## src/logic/fsss_cfg.svh

```systemverilog
// timing counts, code values and reset values for the supply supervisor
`ifndef FSSS_CFG_SVH
`define FSSS_CFG_SVH
`define FSSS_CLK_HZ         40000000
`define FSSS_RST_PULSE_US   1000
`define FSSS_WD_PERIOD_MS   256
`define FSSS_CLAMP_MS       100
`define FSSS_IDLE_S         8
`define FSSS_RST_PULSE_CYC  ((`FSSS_CLK_HZ / 1000000) * `FSSS_RST_PULSE_US)
`define FSSS_WD_PERIOD_CYC  ((`FSSS_CLK_HZ / 1000) * `FSSS_WD_PERIOD_MS)
`define FSSS_CLAMP_CYC      ((`FSSS_CLK_HZ / 1000) * `FSSS_CLAMP_MS)
`define FSSS_IDLE_CYC       (`FSSS_CLK_HZ * `FSSS_IDLE_S)
`define FSSS_WD_FAIL_LIMIT  4'h8
`define FSSS_CODE_A         3'h7
`define FSSS_CODE_B1        3'h6
`define FSSS_CODE_B2        3'h5
`define FSSS_CODE_B3        3'h4
`define FSSS_HOLD_RESET     1'h0
`define FSSS_REL_CMD0       16'hDD00
`define FSSS_REL_CMD1       16'hDD80
`endif

```

## src/logic/fsss_pkg.sv

```systemverilog
// types shared by the supply supervisor modules
package fsss_pkg;
	typedef enum logic [2:0] {
		FSSS_ST_INIT   = 3'b000,
		FSSS_ST_NORMAL = 3'b001,
		FSSS_ST_RESET  = 3'b010,
		FSSS_ST_NREQ   = 3'b011,
		FSSS_ST_SAFE_ON  = 3'b100,
		FSSS_ST_SAFE_OFF = 3'b101
	} fsss_state_t;
endpackage

```

## src/logic/fsss_mon_if.sv

```systemverilog
// events passed from the external-event monitor to the supervisor
`timescale 1ns/1ps
interface fsss_mon_if;
	logic idle_expired;
	logic pin_low_seen;
	logic arm;
	modport mon (input arm, output idle_expired, output pin_low_seen);
	modport sup (output arm, input idle_expired, input pin_low_seen);
endinterface

```

## src/logic/fsss_event_mon.sv

```systemverilog
// bus-idle timer and io pin high-to-low watcher used in the b safe modes
`timescale 1ns/1ps
`include "fsss_cfg.svh"
module fsss_event_mon import fsss_pkg::*; #(
	parameter int unsigned IDLE_CYC = `FSSS_IDLE_CYC
) (
	input  wire logic mclk_i,
	input  wire logic rst_i,
	input  wire logic bus_activity_i,
	input  wire logic io1_level_i,
	fsss_mon_if.mon   m
);
	logic [31:0] idle_cnt_r;
	logic        io1_prev_r;
	logic        idle_exp_r;
	logic        low_seen_r;

	// any traffic restarts the full interval
	always_ff @(posedge mclk_i or posedge rst_i) begin
		if (rst_i) begin
			idle_cnt_r <= 32'h0;
			idle_exp_r <= 1'b0;
		end else if (!m.arm || bus_activity_i) begin
			idle_cnt_r <= 32'h0;
			idle_exp_r <= 1'b0;
		end else if (idle_cnt_r >= IDLE_CYC - 1) begin
			idle_exp_r <= 1'b1;
		end else begin
			idle_cnt_r <= idle_cnt_r + 32'h1;
		end
	end

	// falling edge or already-low level counts, so a pin low at entry is not missed
	always_ff @(posedge mclk_i or posedge rst_i) begin
		if (rst_i) begin
			io1_prev_r <= 1'b1;
			low_seen_r <= 1'b0;
		end else begin
			io1_prev_r <= io1_level_i;
			if (!m.arm)
				low_seen_r <= 1'b0;
			else if ((io1_prev_r && !io1_level_i) || !io1_level_i)
				low_seen_r <= 1'b1;
		end
	end

	assign m.idle_expired = idle_exp_r;
	assign m.pin_low_seen = low_seen_r;
endmodule

```

## src/logic/fsss_supervisor.sv

```systemverilog
// supply hold and fail-safe state machine of the supervisor
// Summary of operation
// - hold bit resets 0; supply on above threshold
// - hold 0: supply off in reset when low
// - hold 1: supply stays until battery fail
// - safe output low while in safe mode
// - latch debug code at init exit; override wins
// - code 111: mode a, supply stays on
// - code 110: b1, off after idle timeout
// - code 101: b2, off on pin low
// - code 100: b3, needs idle and pin low
// - safe at first or second reset pulse
// - supply low: safe with reset together
// - reset clamped 100 ms enters safe mode
// - eight watchdog failures start safe evaluation
// - 1 ms reset pulse every 256 ms
// - recovery leaves safe output low
// - wake-up restores supply, enters reset
// - safe held until release command after clear
// - b modes use 8 s idle, pin fall
`timescale 1ns/1ps
`include "fsss_cfg.svh"
module fsss_supervisor import fsss_pkg::*; #(
	parameter int unsigned IDLE_CYC    = `FSSS_IDLE_CYC,
	parameter int unsigned WD_PER_CYC  = `FSSS_WD_PERIOD_CYC,
	parameter int unsigned CLAMP_CYC   = `FSSS_CLAMP_CYC,
	parameter int unsigned PULSE_CYC   = `FSSS_RST_PULSE_CYC
) (
	input  wire logic        mclk_i,
	input  wire logic        rst_i,
	input  wire logic        supply_above_th_i,
	input  wire logic        battery_fail_flag_i,
	input  wire logic        vdd_undervoltage_i,
	input  wire logic        vdd_below_reset_th_i,
	input  wire logic        reset_pin_low_i,
	input  wire logic        bus_activity_i,
	input  wire logic        io1_level_i,
	input  wire logic        can_wake_i,
	input  wire logic        lin_wake_i,
	input  wire logic        io1_wake_en_i,
	input  wire logic [2:0]  debug_resistor_code_i,
	input  wire logic        init_done_i,
	input  wire logic        hold_wr_i,
	input  wire logic        hold_val_i,
	input  wire logic        second_pulse_sel_i,
	input  wire logic        uv_sel_low_i,
	input  wire logic        override_wr_i,
	input  wire logic [2:0]  override_code_i,
	input  wire logic        wd_refresh_ok_i,
	input  wire logic        safe_flags_clear_i,
	input  wire logic        spi_cmd_valid_i,
	input  wire logic [15:0] spi_cmd_i,
	output logic             vdd_enable_o,
	output logic             reset_n_o,
	output logic             safe_n_o,
	output logic [2:0]       safe_code_o,
	output logic             safe_flag_o,
	output logic             uv_sel_low_o,
	output fsss_state_t      state_o
);
	// two-flop synchronisers for every pin-level input
	localparam int NSYNC = 9;
	logic [NSYNC-1:0] raw_w;
	logic [NSYNC-1:0] s1_r;
	logic [NSYNC-1:0] s2_r;
	assign raw_w = {supply_above_th_i, battery_fail_flag_i, vdd_undervoltage_i,
		vdd_below_reset_th_i, reset_pin_low_i, bus_activity_i, io1_level_i,
		can_wake_i, lin_wake_i};
	genvar gi;
	generate
		for (gi = 0; gi < NSYNC; gi++) begin : g_sync
			always_ff @(posedge mclk_i or posedge rst_i) begin
				if (rst_i) begin
					s1_r[gi] <= 1'b0;
					s2_r[gi] <= 1'b0;
				end else begin
					s1_r[gi] <= raw_w[gi];
					s2_r[gi] <= s1_r[gi];
				end
			end
		end
	endgenerate
	logic sup_ok_s, battery_fail_flag_s, uv_s, rth_s, rpin_s, act_s, io1_s, canw_s, linw_s;
	assign {sup_ok_s, battery_fail_flag_s, uv_s, rth_s, rpin_s, act_s, io1_s, canw_s, linw_s} = s2_r;

	fsss_state_t state_r;
	fsss_state_t state_nxt;
	logic        hold_r;
	logic [2:0]  code_r;
	logic        code_ovr_r;
	logic        vdd_en_r;
	logic        safe_r;
	logic        flag_r;
	logic        uv_sel_r;
	logic [31:0] wd_cnt_r;
	logic [31:0] pulse_cnt_r;
	logic [31:0] clamp_cnt_r;
	logic [3:0]  wd_fail_r;
	logic        wd_tick_w;
	logic        clamp_w;
	logic        in_pulse_w;
	logic        wake_w;
	logic        off_cond_w;
	logic        recover_w;
	logic        release_w;
	logic        pulse_safe_w;

	fsss_mon_if mon_if ();
	fsss_event_mon #(.IDLE_CYC(IDLE_CYC)) u_mon (
		.mclk_i         (mclk_i),
		.rst_i          (rst_i),
		.bus_activity_i (act_s),
		.io1_level_i    (io1_s),
		.m              (mon_if.mon)
	);
	assign mon_if.arm = (state_r == FSSS_ST_SAFE_ON);

	// hold bit
	always_ff @(posedge mclk_i or posedge rst_i) begin
		if (rst_i)
			hold_r <= `FSSS_HOLD_RESET;
		else if (hold_wr_i)
			hold_r <= hold_val_i;
	end

	always_ff @(posedge mclk_i or posedge rst_i) begin
		if (rst_i)
			uv_sel_r <= 1'b0;
		else
			uv_sel_r <= uv_sel_low_i; // threshold itself is analog
	end

	// safe-mode code: resistor sampled once at init exit, software wins
	always_ff @(posedge mclk_i or posedge rst_i) begin
		if (rst_i) begin
			code_r     <= `FSSS_CODE_A;
			code_ovr_r <= 1'b0;
		end else if (override_wr_i) begin
			code_r     <= override_code_i;
			code_ovr_r <= 1'b1;
		end else if (state_r == FSSS_ST_INIT && init_done_i && !code_ovr_r) begin
			code_r <= debug_resistor_code_i;
		end
	end

	// watchdog period timer and 1 ms reset pulse
	assign wd_tick_w  = (wd_cnt_r == WD_PER_CYC - 1);
	assign in_pulse_w = (pulse_cnt_r != 32'h0);
	always_ff @(posedge mclk_i or posedge rst_i) begin
		if (rst_i) begin
			wd_cnt_r    <= 32'h0;
			pulse_cnt_r <= 32'h0;
		end else begin
			if (wd_refresh_ok_i || state_r == FSSS_ST_INIT || wd_tick_w)
				wd_cnt_r <= 32'h0;
			else
				wd_cnt_r <= wd_cnt_r + 32'h1;
			if (wd_tick_w && !wd_refresh_ok_i && state_r != FSSS_ST_INIT
				&& state_r != FSSS_ST_SAFE_OFF)
				pulse_cnt_r <= PULSE_CYC;
			else if (in_pulse_w)
				pulse_cnt_r <= pulse_cnt_r - 32'h1;
		end
	end

	// consecutive failures; saturates so evaluation is not re-triggered
	always_ff @(posedge mclk_i or posedge rst_i) begin
		if (rst_i)
			wd_fail_r <= 4'h0;
		else if (wd_refresh_ok_i)
			wd_fail_r <= 4'h0;
		else if (wd_tick_w && state_r != FSSS_ST_INIT && wd_fail_r != `FSSS_WD_FAIL_LIMIT)
			wd_fail_r <= wd_fail_r + 4'h1;
	end

	// reset clamp deglitch
	assign clamp_w = (clamp_cnt_r >= CLAMP_CYC);
	always_ff @(posedge mclk_i or posedge rst_i) begin
		if (rst_i)
			clamp_cnt_r <= 32'h0;
		else if (!rpin_s || !reset_n_o)
			clamp_cnt_r <= 32'h0; // own pulses are not a clamp
		else if (!clamp_w)
			clamp_cnt_r <= clamp_cnt_r + 32'h1;
	end

	assign pulse_safe_w = wd_tick_w && !wd_refresh_ok_i && state_r != FSSS_ST_INIT
		&& (second_pulse_sel_i ? (wd_fail_r >= 4'h1) : 1'b1);
	assign wake_w    = canw_s || linw_s || (io1_wake_en_i && io1_s);
	// a watchdog cause only ends with a refresh, otherwise safe would bounce straight out
	assign recover_w = wd_refresh_ok_i ||
		(!rth_s && !clamp_w && !uv_s && wd_fail_r != `FSSS_WD_FAIL_LIMIT);
	assign release_w = spi_cmd_valid_i && !flag_r &&
		(spi_cmd_i == `FSSS_REL_CMD0 || spi_cmd_i == `FSSS_REL_CMD1);

	always_comb begin
		case (code_r)
			`FSSS_CODE_B1: off_cond_w = mon_if.idle_expired;
			`FSSS_CODE_B2: off_cond_w = mon_if.pin_low_seen;
			`FSSS_CODE_B3: off_cond_w = mon_if.idle_expired && mon_if.pin_low_seen;
			default:       off_cond_w = 1'b0;
		endcase
	end

	// mode state machine
	always_comb begin
		state_nxt = state_r;
		case (state_r)
			FSSS_ST_INIT: begin
				if (init_done_i)
					state_nxt = FSSS_ST_NORMAL;
			end
			FSSS_ST_NORMAL, FSSS_ST_NREQ: begin
				if (rth_s || uv_s)
					state_nxt = FSSS_ST_RESET;
				else if (wd_tick_w && !wd_refresh_ok_i)
					state_nxt = FSSS_ST_RESET;
				else if (state_r == FSSS_ST_NREQ && wd_refresh_ok_i)
					state_nxt = FSSS_ST_NORMAL;
			end
			FSSS_ST_RESET: begin
				if (!in_pulse_w && !rth_s && !uv_s)
					state_nxt = FSSS_ST_NREQ;
			end
			FSSS_ST_SAFE_ON: begin
				if (recover_w)
					state_nxt = FSSS_ST_RESET;
				else if (off_cond_w)
					state_nxt = FSSS_ST_SAFE_OFF;
			end
			FSSS_ST_SAFE_OFF: begin
				if (wake_w)
					state_nxt = FSSS_ST_RESET;
			end
			default: state_nxt = FSSS_ST_RESET;
		endcase
		// failure evaluation overrides normal sequencing
		if ((state_r != FSSS_ST_SAFE_ON && state_r != FSSS_ST_SAFE_OFF
			&& state_r != FSSS_ST_INIT) &&
			(clamp_w || wd_fail_r == `FSSS_WD_FAIL_LIMIT))
			state_nxt = FSSS_ST_SAFE_ON;
	end

	always_ff @(posedge mclk_i or posedge rst_i) begin
		if (rst_i)
			state_r <= FSSS_ST_INIT;
		else
			state_r <= state_nxt;
	end

	// safe pin and its flag; new cause wins over a clear in the same cycle
	always_ff @(posedge mclk_i or posedge rst_i) begin
		if (rst_i) begin
			safe_r <= 1'b0;
			flag_r <= 1'b0;
		end else begin
			if (pulse_safe_w || rth_s || state_nxt == FSSS_ST_SAFE_ON) begin
				safe_r <= 1'b1;
				flag_r <= 1'b1;
			end else begin
				if (safe_flags_clear_i)
					flag_r <= 1'b0;
				if (release_w)
					safe_r <= 1'b0; // stays low through recovery
			end
		end
	end

	// supply switch
	always_ff @(posedge mclk_i or posedge rst_i) begin
		if (rst_i)
			vdd_en_r <= 1'b0;
		else if (state_r == FSSS_ST_SAFE_OFF && !wake_w)
			vdd_en_r <= 1'b0;
		else if (state_r == FSSS_ST_SAFE_ON)
			vdd_en_r <= 1'b1;
		else if (hold_r)
			vdd_en_r <= battery_fail_flag_s ? 1'b0 : (vdd_en_r || sup_ok_s);
		else if (state_r == FSSS_ST_RESET && !sup_ok_s)
			vdd_en_r <= 1'b0;
		else if (sup_ok_s)
			vdd_en_r <= 1'b1;
	end

	assign vdd_enable_o = vdd_en_r;
	// reset and safe drop together on supply low
	assign reset_n_o    = !(state_r == FSSS_ST_RESET || in_pulse_w || rth_s);
	assign safe_n_o     = !(safe_r || rth_s);
	assign safe_code_o  = code_r;
	assign safe_flag_o  = flag_r;
	assign uv_sel_low_o = uv_sel_r;
	assign state_o      = state_r;
endmodule

```

## config.mk

```make
export PLATFORM = sky130hd
export DESIGN_NAME = fsss_supervisor
export DESIGN_NICKNAME = d
export VERILOG_FILES = /design/src/logic/fsss_pkg.sv /design/src/logic/fsss_mon_if.sv /design/src/logic/fsss_event_mon.sv /design/src/logic/fsss_supervisor.sv
export VERILOG_INCLUDE_DIRS = /design/src /design/src/logic
export SDC_FILE = /design/constraint.sdc
export NUM_CORES = 1
export LEC_CHECK = 0
export ABC_AREA = 1
export ABC_CLOCK_PERIOD_IN_PS = 4600
export BUFFER_PORTS_ARGS = -buffer_cell sky130_fd_sc_hd__buf_2
export CORE_MARGIN = 4
export CORE_UTILIZATION = 55
export DETAILED_ROUTE_END_ITERATION = 10
export PLACE_DENSITY_LB_ADDON = 0.12
export SYNTH_ARGS = -nofsm -noshare
export SYNTH_HDL_FRONTEND = slang
export SYNTH_SLANG_ARGS = --single-unit
```

## constraint.sdc

```tcl
create_clock -name mclk_i -period 4.6 [get_ports mclk_i]
set_clock_uncertainty 0.2 [all_clocks]
set_input_delay 0 -clock mclk_i [delete_from_list [all_inputs] [get_ports mclk_i]]
set_output_delay 0 -clock mclk_i [all_outputs]
set_load 0.03 [all_outputs]
```

==> out/metrics.cfg <==
[critical_path]
critPathKind=in -> reg
required_ns=4.71
worst_r2r_endpoint=pulse_cnt_r[26]
path_depth=10
critPathLaunch=spi_cmd_i[2]
reg2reg_slack_ns=1.67
crit_fanout=1
cpMaxStageDelayCell=dlygate4sd3_1
worstSetupEndpointType=flip-flop
path_buf_inv=6
crit_family=buffers and inverters
crit_arrival_ns=3.54
max_stage_delay_ns=0.60
r2r_start=pulse_cnt_r[9]
endpoint=safe_r
cp-start-kind=input pin
path_cells=dlygate4sd3_1, buf_2, nor4_1, dlygate4sd3_1, nand3_1, dlygate4sd3_1, o41ai_1, dlygate4sd3_1, nand3_1, dlygate4sd3_1
cpMostUsedCell=dlygate4sd3_1
reg2reg_depth=8

[power_and_ir_drop]
powerDensity_nw_per_um2=294
power_mw=3.08
power_leakage_nw=4.74
ir_drop_v=0.000272

[cells_and_area]
fin_util_pct=65.3
final_cell_mix=nand2_1 (215), nor2_1 (175), dfrtp_1 (161)
layout.nets=1305
stdcell_area_um2=10500
area_growth_pct=15.0
drive_above_1_share_pct=11.8
finalNonFillerCells=1481
layout_commonest_cell=nand2_1
n_antenna_cell=0

[timing]
maxSlewViolCount=0
worstMarginPinSlew_ns=1.09
layout_setup_ws_ns=1.16
fmax_mhz=291
hold_viol_final=0
fin_setup_tns_ns=0
rsz0062_at_grt=no
setup_violations=0
fin_crit_sh_pct=74.7
holdWs_ns=0.0184
relSlewSlack_pct=27.4
post-route-min-period_ns=3.44

[route]
wl_mm=20.8
drc=0
drt-pass1-iter-count=5
drtIter0Drc=507
wl_per_cell_um=14.1
antenna_left=0
via_per_inst=5.31
dr_total_vias=7864

[floorplanning]
die_area_um2=18700
start_util_pct=56.8
rows=46
die_h_um=137
pin_count=54
dieWidth_um=137
core-area_um2=16100

[yosys]
avgSynthCellArea_um2=7.79
syn_inst=1170
synth_area_um2=9120
synth_top_family_by_area=simple AND/OR/NAND/NOR gates
synthAdderAreaFrac_pct=1.10
syn-num-nets=1221
synthMuxAreaShare_pct=0.124
ys.warnings.count=0
synth.distinct_cells=52
synth_edf_count=0
synth-simple-area-share_pct=33.8
synth-compound-area-share_pct=6.63
synth_xor_area_share_pct=4.71
synthFlopType=dfrtp_1
synth-seq-cells=164
postSynth.asyncResetShare_pct=100
yosysSeqAreaShare_pct=45.1

[clock_tree]
cts_tree=yes
cts.reportedPaths.clkPinSlew_ns=0.06
h-tree-depth=4
cts_resized=0
root_buffer=clkbuf_16
cts_setup_buffers=0
insertion_delay_ns=0.43
clock_path_buffers=2
cts.sinks=164
postCtsHoldBufs=33
cts-buffers-inserted=17

[status]
status=complete, no violations

[global_routing]
grt-ovfl-total=0
antenna_found_initial=0
grt_max_degree=90
grt_pass1_vias=7515
grt_pass1_wl_mm=35.5
globalRouteTotalUtil_pct=23.7

[placed_design]
gp_congestion=0.924
io_buffers=52
hpwlAfterDp_mm=14.5
dp.cells=1418
place_ws_ns=1.74
dpl-instance-area_um2=9540

[min_path]
hp-class=in -> reg
min-delay-start=bus_activity_i

[run]
max_cap_violations=0

## power breakdown
part | leakage [nW] | switching, mW | internal [mW]
registers | 2.17 | 0.0122 | 1.46
clock network | 0.298 | 0.571 | 0.906
logic | 2.28 | 0.0751 | 0.0514
## logic make-up (layout without fill, tap and decap cells)
logic type | Yosys count | in the layout
and+or+nand+nor | 657 | 657
buffers and inverters | 192 | 287
DFF | 164 | 164
AOI/OAI and AO/OA | 99 | 99
xor gates and xnor gates | 49 | 49
adders and majority gates | 8 | 8
muxes | 1 | 1
## state kept, by name, indices dropped and copies added, names as in the netlist, 3 cells and up
register,count
u_mon.idle_cnt_r,32
wd_cnt_r,32
clamp_cnt_r,32
state_o,3
safe_code_o,3
wd_fail_r,4
pulse_cnt_r,32
s1_r,9
## synthesized netlist by cell type, types with 2 or more instances
cell / count / share of area [%]
nand2_1: 215 / 8.9
nor2_1: 175 / 7.2
dfrtp_1: 161 / 44
inv_1: 160 / 6.6
nand3_1: 82 / 4.5
nor3_1: 53 / 2.9
nand4_1: 50 / 3.4
xor2_1: 39 / 3.7
o21ai_0: 33 / 1.8
a21oi_1: 23 / 1.3
nor4_1: 20 / 1.4
nand3b_1: 13 / 1.1
clkbuf_1: 10 / 0.41
xnor2_1: 10 / 0.96
nor2_2: 9 / 0.62
or2_2: 9 / 0.62
ha_1: 8 / 1.1
inv_2: 8 / 0.33
buf_2: 7 / 0.38
buf_6: 7 / 0.86
nand2_2: 6 / 0.41
o31ai_1: 6 / 0.49
a21oi_2: 5 / 0.48
nor3_2: 5 / 0.55
nor3b_1: 5 / 0.41
o21ai_1: 5 / 0.27
a31oi_1: 4 / 0.27
o211ai_1: 4 / 0.33
a211oi_1: 3 / 0.25
dfstp_2: 3 / 0.86
nor3b_2: 3 / 0.41
o21ai_2: 3 / 0.29
o21bai_1: 3 / 0.25
nand3_2: 2 / 0.22
nor2_4: 2 / 0.25
nor4_2: 2 / 0.27
o22ai_1: 2 / 0.14
## cell type report
type                       instances  area, µm²
timing repair buffer              89        633
multi-input combinational        814       4230
tap                              216        270
clock inverter                     8        125
clock buffer                      22        484
inverter                         168        634
fill                            1409       5580
sequential                       164       4110
## routing by layer
layer | GRT usage, % | part of all wire (%)
met1 | 32.8 | 48
met4 | 7.33 | 1.7
met3 | 3.97 | 4.3
met2 | 38.4 | 46
met5 | 0 | 0
## how the worst min path moves through the flow
| stage | endpoint | slack, ns | depth (start not counted) |
|---|---|---|---|
| 3_5_place_dp | s1_r[3] | -0.09 | 1 |
| 2_1_floorplan | s1_r[0] | -0.17 | 0 |
| 3_3_place_gp | s1_r[8] | -0.09 | 1 |
| 5_1_grt | uv_sel_low_o | 0.02 | 2 |
| 4_1_cts | s1_r[3] | 0.002 | 2 |
| 6_report | s1_r[3] | 0.02 | 2 |
(Power assumes the default switching activity.)
